**config.mk**
```make
export PLATFORM = sky130hd
export DESIGN_NAME = mre_core
export DESIGN_NICKNAME = d
export VERILOG_FILES = /design/src/mre_stack.v /design/src/mre_core.v
export VERILOG_INCLUDE_DIRS = /design/src
export SDC_FILE = /design/constraint.sdc
export NUM_CORES = 2
export LEC_CHECK = 0
export BUFFER_PORTS_ARGS = -buffer_cell sky130_fd_sc_hd__buf_2
export CAP_MARGIN = 20
export CORE_MARGIN = 2
export CORE_UTILIZATION = 45
export DETAILED_ROUTE_END_ITERATION = 12
export PLACE_DENSITY_LB_ADDON = 0.15
export REMOVE_ABC_BUFFERS = 1
export SYNTH_ARGS = -nofsm -noshare
export SYNTH_HDL_FRONTEND = slang
export SYNTH_SLANG_ARGS = --single-unit
export TNS_END_PERCENT = 1
```
**constraint.sdc**
```tcl
create_clock -name clk_i -period 3.6 [get_ports clk_i]
set_input_delay 0.18 -clock clk_i [delete_from_list [all_inputs] [get_ports clk_i]]
set_output_delay 0.18 -clock clk_i [all_outputs]
set_load 0.02 [all_outputs]
```
**src/mre_map.vh**
```
//
// Contract
// RULE1 - Register move copies file register to accumulator (d=0) or back to itself (d=1).
// RULE2 - Register move sets zero flag from the moved value; self move tests zero.
// RULE3 - Accumulator store writes accumulator to file register 0..127; flags unchanged.
// RULE4 - Load literal puts 8-bit operand into accumulator; flags unchanged.
// RULE5 - Interrupt return pops stack into program counter and sets interrupt enable.
// RULE6 - Literal return loads 8-bit operand into accumulator; flags unchanged.
// RULE7 - Literal return pops top of stack into program counter.
// RULE8 - Literal return takes two instruction cycles; second refills the fetch.
// RULE9 - Left rotate through carry goes to accumulator (d=0) or register (d=1).
// RULE10 - Rotate moves bit 7 into carry, old carry into bit 0; nothing else.
// RULE11 - No operation takes one cycle and only advances the program counter.
`ifndef MRE_MAP_VH
`define MRE_MAP_VH

// ----------------------------------------------------------------------
// Register offsets
// ----------------------------------------------------------------------
`define MRE_OFF_INSTR   12'h000
`define MRE_OFF_ACC     12'h004
`define MRE_OFF_FLAGS   12'h008
`define MRE_OFF_PC      12'h00C
`define MRE_OFF_STATE   12'h010
`define MRE_OFF_STACK   12'h014
`define MRE_FILE_BIT    9

// ----------------------------------------------------------------------
// Field positions
// ----------------------------------------------------------------------
`define MRE_FLD_OP_HI   11
`define MRE_FLD_OP_LO   9
`define MRE_FLD_DEST    8
`define MRE_FLG_CARRY   0
`define MRE_FLG_ZERO    2
`define MRE_FLG_GIE     7
`define MRE_ST_BUSY     0
`define MRE_ST_ILLEGAL  1

// ----------------------------------------------------------------------
// Operation codes
// ----------------------------------------------------------------------
`define MRE_OP_NOP      3'h0
`define MRE_OP_MOVE     3'h1
`define MRE_OP_STORE    3'h2
`define MRE_OP_LOADK    3'h3
`define MRE_OP_RETI     3'h4
`define MRE_OP_RETK     3'h5
`define MRE_OP_ROTL     3'h6

// ----------------------------------------------------------------------
// Reset values and timing
// ----------------------------------------------------------------------
`define MRE_RST_ACC     8'h00
`define MRE_RST_PC      13'h0000
`define MRE_RST_INSTR   12'h000
`define MRE_CYC_DIV     4

`endif

```
**src/mre_stack.v**
```verilog
`timescale 1ns/100ps
module mre_stack #(
    parameter DEPTH = 8,
    parameter AW    = 3,
    parameter DW    = 13
) (
    input  wire          clk_i,
    input  wire          rst_b_i,
    input  wire          push_i,
    input  wire          pop_i,
    input  wire [DW-1:0] push_data_i,
    output wire [DW-1:0] top_o,
    output reg  [AW:0]   depth_o
);
    localparam [AW:0] FULL = DEPTH;

    reg [DW-1:0] mem [0:DEPTH-1];
    reg [AW-1:0] ptr_r;
    wire [AW-1:0] top_idx = ptr_r - 1'b1;

    assign top_o = mem[top_idx];

    // ------------------------------------------------------------------
    // Circular stack: overflow overwrites, underflow wraps.
    // ------------------------------------------------------------------
    always @(posedge clk_i) begin
        if (!rst_b_i) begin
            ptr_r   <= {AW{1'b0}};
            depth_o <= {(AW+1){1'b0}};
        end else if (push_i && pop_i) begin
            mem[top_idx] <= push_data_i;
        end else if (push_i) begin
            mem[ptr_r] <= push_data_i;
            ptr_r      <= ptr_r + 1'b1;
            if (depth_o != FULL)
                depth_o <= depth_o + 1'b1;
        end else if (pop_i) begin
            ptr_r <= top_idx;
            if (depth_o != {(AW+1){1'b0}})
                depth_o <= depth_o - 1'b1;
        end
    end
endmodule

```
**src/mre_core.v**
```verilog
// The implementer's own choices: register access over APB and the register addresses.
`timescale 1ns/100ps
`include "mre_map.vh"
module mre_core #(
    parameter CYC_DIV     = `MRE_CYC_DIV,
    parameter STACK_DEPTH = 8
) (
    input  wire        clk_i,
    input  wire        rst_b_i,
    input  wire        psel_i,
    input  wire        penable_i,
    input  wire        pwrite_i,
    input  wire [11:0] paddr_i,
    input  wire [31:0] pwdata_i,
    output reg  [31:0] prdata_o,
    output reg         pready_o,
    output reg         pslverr_o,
    output reg         busy_o,
    output reg         gie_o
);
    localparam ST_IDLE  = 2'd0;
    localparam ST_EXEC  = 2'd1;
    localparam ST_FLUSH = 2'd2;

    reg  [7:0]  file_mem [0:127];
    reg  [11:0] instr_r;
    reg  [7:0]  acc_r;
    reg  [12:0] pc_r;
    reg         carry_r;
    reg         zero_r;
    reg         illegal_r;
    reg  [1:0]  state_r;
    reg  [7:0]  div_r;
    reg         tick_r;
    wire [12:0] top_of_stack;
    wire [3:0]  depth;

    // ------------------------------------------------------------------
    // Instruction fields.
    // ------------------------------------------------------------------
    wire [2:0] op    = instr_r[`MRE_FLD_OP_HI:`MRE_FLD_OP_LO];
    wire       dest  = instr_r[`MRE_FLD_DEST];
    wire [6:0] faddr = instr_r[6:0];
    wire [7:0] lit   = instr_r[7:0];
    wire [7:0] fval  = file_mem[faddr];
    wire [7:0] rot   = {fval[6:0], carry_r};

    // ------------------------------------------------------------------
    // APB decode.
    // ------------------------------------------------------------------
    wire acc_ph  = psel_i && penable_i;
    wire commit  = acc_ph && pready_o;
    wire is_file = paddr_i[`MRE_FILE_BIT];
    wire [6:0] pidx = paddr_i[8:2];

    function mapped;
        input [11:0] a;
        begin
            mapped = a[`MRE_FILE_BIT] || a == `MRE_OFF_INSTR ||
                     a == `MRE_OFF_ACC || a == `MRE_OFF_FLAGS ||
                     a == `MRE_OFF_PC || a == `MRE_OFF_STATE ||
                     a == `MRE_OFF_STACK;
        end
    endfunction

    wire bad   = !mapped(paddr_i) || paddr_i[1:0] != 2'b00 ||
                 (pwrite_i && paddr_i == `MRE_OFF_INSTR && busy_o);
    wire wr_ok = commit && pwrite_i && !bad;
    wire wr_in = wr_ok && paddr_i == `MRE_OFF_INSTR;

    wire in_exec = tick_r && state_r == ST_EXEC;
    wire pop     = in_exec && (op == `MRE_OP_RETI || op == `MRE_OP_RETK);
    wire push    = wr_ok && paddr_i == `MRE_OFF_STACK;

    mre_stack #(
        .DEPTH       (STACK_DEPTH),
        .AW          (3),
        .DW          (13)
    ) u_stack (
        .clk_i       (clk_i),
        .rst_b_i     (rst_b_i),
        .push_i      (push),
        .pop_i       (pop),
        .push_data_i (pwdata_i[12:0]),
        .top_o       (top_of_stack),
        .depth_o     (depth)
    );

    // ------------------------------------------------------------------
    // Instruction cycle enable.
    // ------------------------------------------------------------------
    always @(posedge clk_i) begin
        if (!rst_b_i) begin
            div_r  <= 8'h00;
            tick_r <= 1'b0;
        end else if (div_r == CYC_DIV - 1) begin
            div_r  <= 8'h00;
            tick_r <= 1'b1;
        end else begin
            div_r  <= div_r + 8'h01;
            tick_r <= 1'b0;
        end
    end

    // ------------------------------------------------------------------
    // APB slave answer.
    // ------------------------------------------------------------------
    always @(posedge clk_i) begin
        if (!rst_b_i) begin
            prdata_o  <= 32'h0000_0000;
            pready_o  <= 1'b0;
            pslverr_o <= 1'b0;
        end else if (acc_ph && !pready_o) begin
            pready_o  <= 1'b1;
            pslverr_o <= bad;
            prdata_o  <= 32'h0000_0000;
            if (!pwrite_i && !bad) begin
                if (is_file)
                    prdata_o <= {24'h000000, file_mem[pidx]};
                else case (paddr_i)
                    `MRE_OFF_INSTR: prdata_o <= {20'h00000, instr_r};
                    `MRE_OFF_ACC:   prdata_o <= {24'h000000, acc_r};
                    `MRE_OFF_FLAGS: prdata_o <= {24'h000000, gie_o,
                                                 4'h0, zero_r, 1'b0,
                                                 carry_r};
                    `MRE_OFF_PC:    prdata_o <= {19'h0, pc_r};
                    `MRE_OFF_STATE: prdata_o <= {30'h0,
                                                 illegal_r, busy_o};
                    `MRE_OFF_STACK: prdata_o <= {12'h000, depth,
                                                 3'h0, top_of_stack};
                    default:        prdata_o <= 32'h0000_0000;
                endcase
            end
        end else begin
            pready_o  <= 1'b0;
            pslverr_o <= 1'b0;
        end
    end

    // ------------------------------------------------------------------
    // Sequencer and architectural state. Execution wins over software.
    // ------------------------------------------------------------------
    always @(posedge clk_i) begin
        if (!rst_b_i) begin
            state_r   <= ST_IDLE;
            busy_o    <= 1'b0;
            instr_r   <= `MRE_RST_INSTR;
            acc_r     <= `MRE_RST_ACC;
            pc_r      <= `MRE_RST_PC;
            carry_r   <= 1'b0;
            zero_r    <= 1'b0;
            gie_o     <= 1'b0;
            illegal_r <= 1'b0;
        end else begin
            if (wr_ok && is_file)
                file_mem[pidx] <= pwdata_i[7:0];
            if (wr_ok && paddr_i == `MRE_OFF_ACC)
                acc_r <= pwdata_i[7:0];
            if (wr_ok && paddr_i == `MRE_OFF_PC)
                pc_r <= pwdata_i[12:0];
            if (wr_ok && paddr_i == `MRE_OFF_FLAGS) begin
                carry_r <= pwdata_i[`MRE_FLG_CARRY];
                zero_r  <= pwdata_i[`MRE_FLG_ZERO];
                gie_o   <= pwdata_i[`MRE_FLG_GIE];
            end
            case (state_r)
                ST_IDLE: begin
                    if (wr_in) begin
                        instr_r   <= pwdata_i[11:0];
                        illegal_r <= 1'b0;
                        busy_o    <= 1'b1;
                        state_r   <= ST_EXEC;
                    end
                end
                ST_EXEC: begin
                    if (tick_r) begin
                        pc_r    <= pc_r + 13'h0001; // see RULE11
                        state_r <= ST_IDLE;
                        busy_o  <= 1'b0;
                        case (op)
                            `MRE_OP_NOP: begin
                                state_r <= ST_IDLE; // see RULE11
                            end
                            `MRE_OP_MOVE: begin
                                if (dest)
                                    file_mem[faddr] <= fval; // see RULE1
                                else
                                    acc_r <= fval; // see RULE1
                                zero_r <= (fval == 8'h00); // see RULE2
                            end
                            `MRE_OP_STORE: begin
                                file_mem[faddr] <= acc_r; // see RULE3
                            end
                            `MRE_OP_LOADK: begin
                                acc_r <= lit; // see RULE4
                            end
                            `MRE_OP_RETI: begin
                                pc_r    <= top_of_stack; // see RULE5
                                gie_o   <= 1'b1; // see RULE5
                                state_r <= ST_FLUSH;
                                busy_o  <= 1'b1;
                            end
                            `MRE_OP_RETK: begin
                                acc_r   <= lit; // see RULE6
                                pc_r    <= top_of_stack; // see RULE7
                                state_r <= ST_FLUSH; // see RULE8
                                busy_o  <= 1'b1;
                            end
                            `MRE_OP_ROTL: begin
                                if (dest)
                                    file_mem[faddr] <= rot; // see RULE9
                                else
                                    acc_r <= rot; // see RULE9
                                carry_r <= fval[7]; // see RULE10
                            end
                            default: begin
                                illegal_r <= 1'b1;
                            end
                        endcase
                    end
                end
                ST_FLUSH: begin
                    if (tick_r) begin
                        state_r <= ST_IDLE; // see RULE8
                        busy_o  <= 1'b0;
                    end
                end
                default: begin
                    state_r <= ST_IDLE;
                    busy_o  <= 1'b0;
                end
            endcase
        end
    end
endmodule

```
Yosys cells after proc, flatten, opt, wreduce, memory -nomap -nowiden
Memory sizes are Yosys's and may differ from the RTL's. A register that Yosys moved wholly into a read port is not among the register bits.
Cells that the tools add are included.
Storage, ports and cells
  RAM bits: 1128
  memories kept: 2
  logic and storage cells: 178
  bits in registers: 90
Memories
  file_mem: words 128, width 8, rd ports 2, clocked after memory_dff 1, write ports 2, line mre_core.v:25  | reg [7:0] file_mem [0:127];
  u_stack.mem: words 8, width 13, rd ports 1, clocked after memory_dff 0, write ports 1, line mre_stack.v:17  | reg [DW-1:0] mem [0:DEPTH-1];
Cells by class
  equality and inequality tests: 20
  add/sub/neg operators: 6
  reduce and logical (&&, ||, !) cells: 50
  mux-type cells: 80
  bitwise gates (word level): 4
Operators by type and width (count)
  $pmux 20 s6: 1
  $mux 13: 5
  $mux 8: 7
  $mux 1: 48
  $mux 20: 2
  $eq 12x4->1 const B: 2
  $eq 12x5->1 const B: 2
  $pmux 8 s3: 1
  $logic_and 1x1->1: 17
  $mux 4: 4
  $mux 7: 2
  $add 13x1->13 const B: 1
  $reduce_or 13->1: 1
  $eq 12x3->1 const B: 1
  $logic_not 12->1: 1
  $ne 2x2->1 const B: 5
  $eq 3x3->1 const B: 3
  $logic_or 1x1->1: 9
  $mux 3: 3
  $add 8x1->8 const B: 1
  $eq 8x2->1 const B: 1
  $logic_not 8->1: 1
  $mux 2: 4
  $reduce_and 4->1: 2
  23 further kinds: 36

Logic depth before layout (Yosys ltp)
  word-level depth: 19
  mapped depth: 18

Cells and area by module
From an unflattened synthesis, not the netlist that was laid out.
Unflattened totals
  cells, all modules: 5692
  area, all modules: 70057.2 um^2
By module, submodules not included
  mre_core: times used 1, area each 65496.6 um^2, cells an instance 5460
  mre_stack: times used 1, area each 4560.6 um^2, cells an instance 232

Least setup slack after synthesis
No wires, ideal clock.
  path type: in2reg
  start: input port paddr_i[8]
  end: memory u_stack.mem[7][0] (enable)
  stages on the path: 11
  slack: -0.381 ns
  data arrival time: 3.598 ns
  buffers on the path: 3
  library setup time: 0.382 ns
  path through: clkbuf_1 -> or4_1 -> clkbuf_1 -> nand4bb_1 -> or2_2 -> buf_2 -> nor4_4 -> ha_1 -> xor2_1 -> or3_1 -> nor2_1
On the way
  cells in the longest elaborated chain, start to end: 19
  elaborated cells between the ends (all ways): 31
Ends and longest elaborated chain
  start: declaration: line mre_core.v:13  | input wire [11:0] paddr_i,
  $logic_not 12->1
  $logic_or 1x1->1 (no line) (6 in a row)
  $logic_not 1->1: line mre_core.v:66  | wire bad = !mapped(paddr_i) || paddr_i[1:0] != 2'b00 ||
  $logic_or 1x1->1 (2 in a row): line mre_core.v:66
  $logic_not 1->1: line mre_core.v:68  | wire wr_ok = commit && pwrite_i && !bad;
  $logic_and 1x1->1: line mre_core.v:68
  $logic_and 1x1->1 (no line) (*)
  $mux 1 / $logic_and 1x1->1 (equally long branches): line mre_stack.v:32, mre_stack.v:30
  $mux 1: line mre_stack.v:30  | end else if (push_i && pop_i) begin
  $mux 1: line mre_stack.v:27  | if (!rst_b_i) begin
  $mux 1 (not written as such): line mre_stack.v:33  | mem[ptr_r] <= push_data_i;
  $reduce_or 13->1 (no line)
  $mux 3 (no line) / $mux 1 (equally long branches)
  end: declaration: line mre_stack.v:17
Every way passes the cells marked *; elsewhere a longest branch is shown, timed or not.

==> out/results.md <==
Timing
- highest attainable clock frequency: 0.250 GHz
- total setup violations reported at the end of the flow: 1018
- number of hold-slack violations in the final timing report: 0
- crit share post-route: 111%
- summed negative setup slack over all endpoints: -227.77 ns
- transition time at the pin with the least slew margin: 1.20 ns
- max-slew violation total from the final report: 0
- worst max-slew margin expressed relative to the limit: 20.0%
- unrepaired setup endpoints after global routing: true
- setup skew after layout: 0.0354 ns
- time the worst path needs with I/O delays and setup: 4.00 ns
- final worst slack: -0.402 ns
- final hold slack: 0.0280 ns

Routing
- Detailed Route WL: 289000 um
- number of remaining DRC errors: 0
- average wire per standard cell: 35.2 um
- remaining number of nets flagged by the antenna check after routing: 0
- via count of the routed design: 55586
- number of vias per cell: 6.78
- DR iter-0 viols: 8595
- drt pass-1 iters: 7

Status
- outcome: finished, violations left
- violated checks: setup timing

CTS
- CTS tree: done
- CTS Root Cell: sky130_fd_sc_hd__clkbuf_16
- clock latency on the worst-skew pair: 0.83 ns
- clock sink count: 1210
- number of buffers on the longest clock path: 3
- CTS Buf Count: 140
- clock-pin slew reported for the worst setup and hold paths after clock tree synthesis: 0.06 ns
- number of H-tree branching levels: 4

Logic synthesis
- sequential element share of the synthesized area: 50.8%
- Synth area leader: sky130_fd_sc_hd__edfxtp_1
- number of standard cells after synthesis: 5640
- number of enable flip-flop cells after synthesis: 1128
- Area contributors post-synth: sky130_fd_sc_hd__edfxtp_1, sky130_fd_sc_hd__mux4_2, sky130_fd_sc_hd__nor2_1
- fraction of registers with async set or reset after synthesis: 0%
- dominant cell by count in the synthesized netlist: sky130_fd_sc_hd__edfxtp_1
- warnings from Yosys: 0
- share of the synthesized area in the top cell type: 48.5%
- distinct cell type count after synthesis: 81
- number of flip-flops and latches in the synthesized netlist: 1210
- Commonest cells post-synth: sky130_fd_sc_hd__edfxtp_1, sky130_fd_sc_hd__nor2_1, sky130_fd_sc_hd__a21oi_1
- most instantiated flip-flop cell in the synthesis netlist: sky130_fd_sc_hd__edfxtp_1
- Mean Syn Cell Area: 12.4 um^2
- post-synthesis cell area: 0.0699 mm^2

Power
- internal power: 25.2 mW
- Clk pwr share: 46.7%
- share of power burned in registers: 46.8%
- overall power consumption: 32.8 mW
- Peak VDD IR: 0.504 mV
- fraction of power spent switching nets: 23.4%
- total power per unit cell area: 391 mW/mm^2
- portion of total power attributed to combinational logic: 6.5%
- switching power: 7.68 mW
- total leakage power: 28.1 nW

Floorplanning
- Die Span Y: 398 um
- area of the core: 0.154 mm^2
- Top-Level Pins: 85
- Initial Utilization: 45.3%
- Horiz. Die Dim: 398 um
- number of rows created at floorplan: 144
- overall die area: 0.158 mm^2

Placement
- # port buffers: 50
- RePlAce Congestion: 1.03
- Detail Placement HPWL: 199000 um
- Post-Place Setup Slack: -0.561 ns

Worst setup path
- R2R setup slack: -0.40 ns
- length in cells of the worst reg-to-reg path: 14
- capture point of the critical path: file_mem[38][3]
- kind of start point of the critical path: register
- Critical Path Sink Type: register
- Worst EP arrival: 4.57 ns
- critical path data required time: 4.17 ns
- category of the most critical setup path: register to register
- Worst R2R End: file_mem[38][3]
- maximum fanout along the worst path: 11

Global routing
- grt total ovfl: 0
- wire length of the first global-routing pass: 399000 um
- pin count of the biggest net entering global routing: 106
- number of antenna violations at the first check in global routing: 10
- GRT Total Usage: 35.5%
- vias in the first global route: 52112

Layout
- layout overhead on the synthesized area: 20.3%
- fraction of layout instances using a drive strength above 1: 34.1%
- final net count: 6100

Hold path
- count of cells along the worst hold path: 3
- worst hold path class: input port to register

Job
- Max Cap Viol: 0

[final cells by class]
cell class              instances  area [um^2]
fillers                     12831        70000
flip-flops and latches       1210        35500
multi-input cells            3735        31900
repair buffers                933         9100
clock buffers                 172         3760
well taps                    2044         2560
clock inverters                85         1110
inverters                      21         81.3
diodes                          2         5.00
[worst min path at each step]
stage | start | to
after floorplan | pwdata_i[0] | u_stack.mem[0][0]
after global placement | div_r[0] | div_r[0]
after detailed placement | div_r[0] | div_r[0]
after CTS | pwdata_i[3] | u_stack.mem[6][3]
after global routing | pwdata_i[3] | u_stack.mem[7][3]
final | pwdata_i[3] | file_mem[50][3]
[power by group through the flow]
stage	clock network (mW)	logic [mW]	registers [mW]
after floorplan	0	1.03	15.7
after global placement	0	2.02	15.7
after detailed placement	0	2.07	15.7
after CTS	15.4	2.08	15.4
after global routing	15.9	2.25	15.3
final	15.3	2.15	15.4
[per-layer routing]
layer | up-vias | track usage, % | wire, um
li1 | 22775 | - | -
met1 | 28063 | 48.2 | 108000
met2 | 4006 | 52.6 | 126000
met3 | 724 | 9.77 | 37400
met4 | 18 | 17.2 | 17200
met5 | - | 0 | 293
[sequential cells by signal, summed over array words and instances (netlist names), named ones only]
register and cells:
file_mem 1024, u_stack.mem 104, prdata_o 17, pc_r 13
instr_r 12, acc_r 8, div_r 8, u_stack.depth_o 4
u_stack.ptr_r 3, state_r 2, busy_o 1, carry_r 1
gie_o 1, illegal_r 1, pready_o 1, pslverr_o 1
tick_r 1, zero_r 1
[per-stage QoR]
step | instance area (um^2) | instances | utilization (%)
detailed placement | 77300 | 7866 | 50.2
finish | 84000 | 8202 | 54.6
global placement | 77300 | 7862 | 50.2
floorplan | 66800 | 4966 | -
CTS | 82900 | 8155 | 53.8
global route | 84000 | 8200 | 54.6
[worst max-delay path, stage by stage, from the launching register on]
cell                        delay (ns)
sky130_fd_sc_hd__dfxtp_4          0.42
sky130_fd_sc_hd__buf_12           0.18
sky130_fd_sc_hd__buf_4            0.21
sky130_fd_sc_hd__buf_12           0.17
sky130_fd_sc_hd__mux4_2           0.53
sky130_fd_sc_hd__o211ai_1         0.46
sky130_fd_sc_hd__nand3_1          0.20
sky130_fd_sc_hd__nor4_4           0.36
sky130_fd_sc_hd__buf_4            0.18
sky130_fd_sc_hd__nand3_2          0.08
sky130_fd_sc_hd__a22oi_2          0.25
sky130_fd_sc_hd__buf_12           0.18
sky130_fd_sc_hd__buf_16           0.18
sky130_fd_sc_hd__clkbuf_16        0.21
sky130_fd_sc_hd__a21oi_1          0.08
[logic make-up (layout without fill, tap and decap cells)]
logic type	Yosys count	in the layout	share of synthesized area, %
AO/OA/AOI/OAI	1268	1268	10.9
XOR/XNOR	23	23	0.288
adder cells (fa/ha/maj)	10	10	0.190
buffers and inverters	709	1211	4.59
flip-flops	1210	1210	50.8
multiplexers	1043	1043	24.9
other	1	17	0.00537
AND/OR/NAND/NOR	1376	1376	8.23
[what timing repair did]
action,CTS,global route
hold buffers,15,0
gates resized for setup,81,112
buffers inserted,13,31
gates cloned,4,17
hold endpoints to repair,102,0
pin swaps,6,20
setup endpoints to repair,1021,1025
[layout by cell type, fill, tap and decap left out, types with 47 or more instances in the layout]
master	synthesis	final
sky130_fd_sc_hd__edfxtp_1	1128	1128
sky130_fd_sc_hd__o22ai_1	144	139
sky130_fd_sc_hd__a21oi_2	0	60
sky130_fd_sc_hd__nand2_1	142	135
sky130_fd_sc_hd__buf_12	0	114
sky130_fd_sc_hd__mux4_2	529	529
sky130_fd_sc_hd__mux2i_1	230	219
sky130_fd_sc_hd__a21oi_1	581	521
sky130_fd_sc_hd__buf_4	56	696
sky130_fd_sc_hd__nor2_1	1020	1019
sky130_fd_sc_hd__clkbuf_16	0	159
sky130_fd_sc_hd__o21ai_0	54	47
sky130_fd_sc_hd__a31oi_1	264	262
sky130_fd_sc_hd__mux2_2	282	281
sky130_fd_sc_hd__dfxtp_1	82	77
Power figures use the tool's default switching activity.
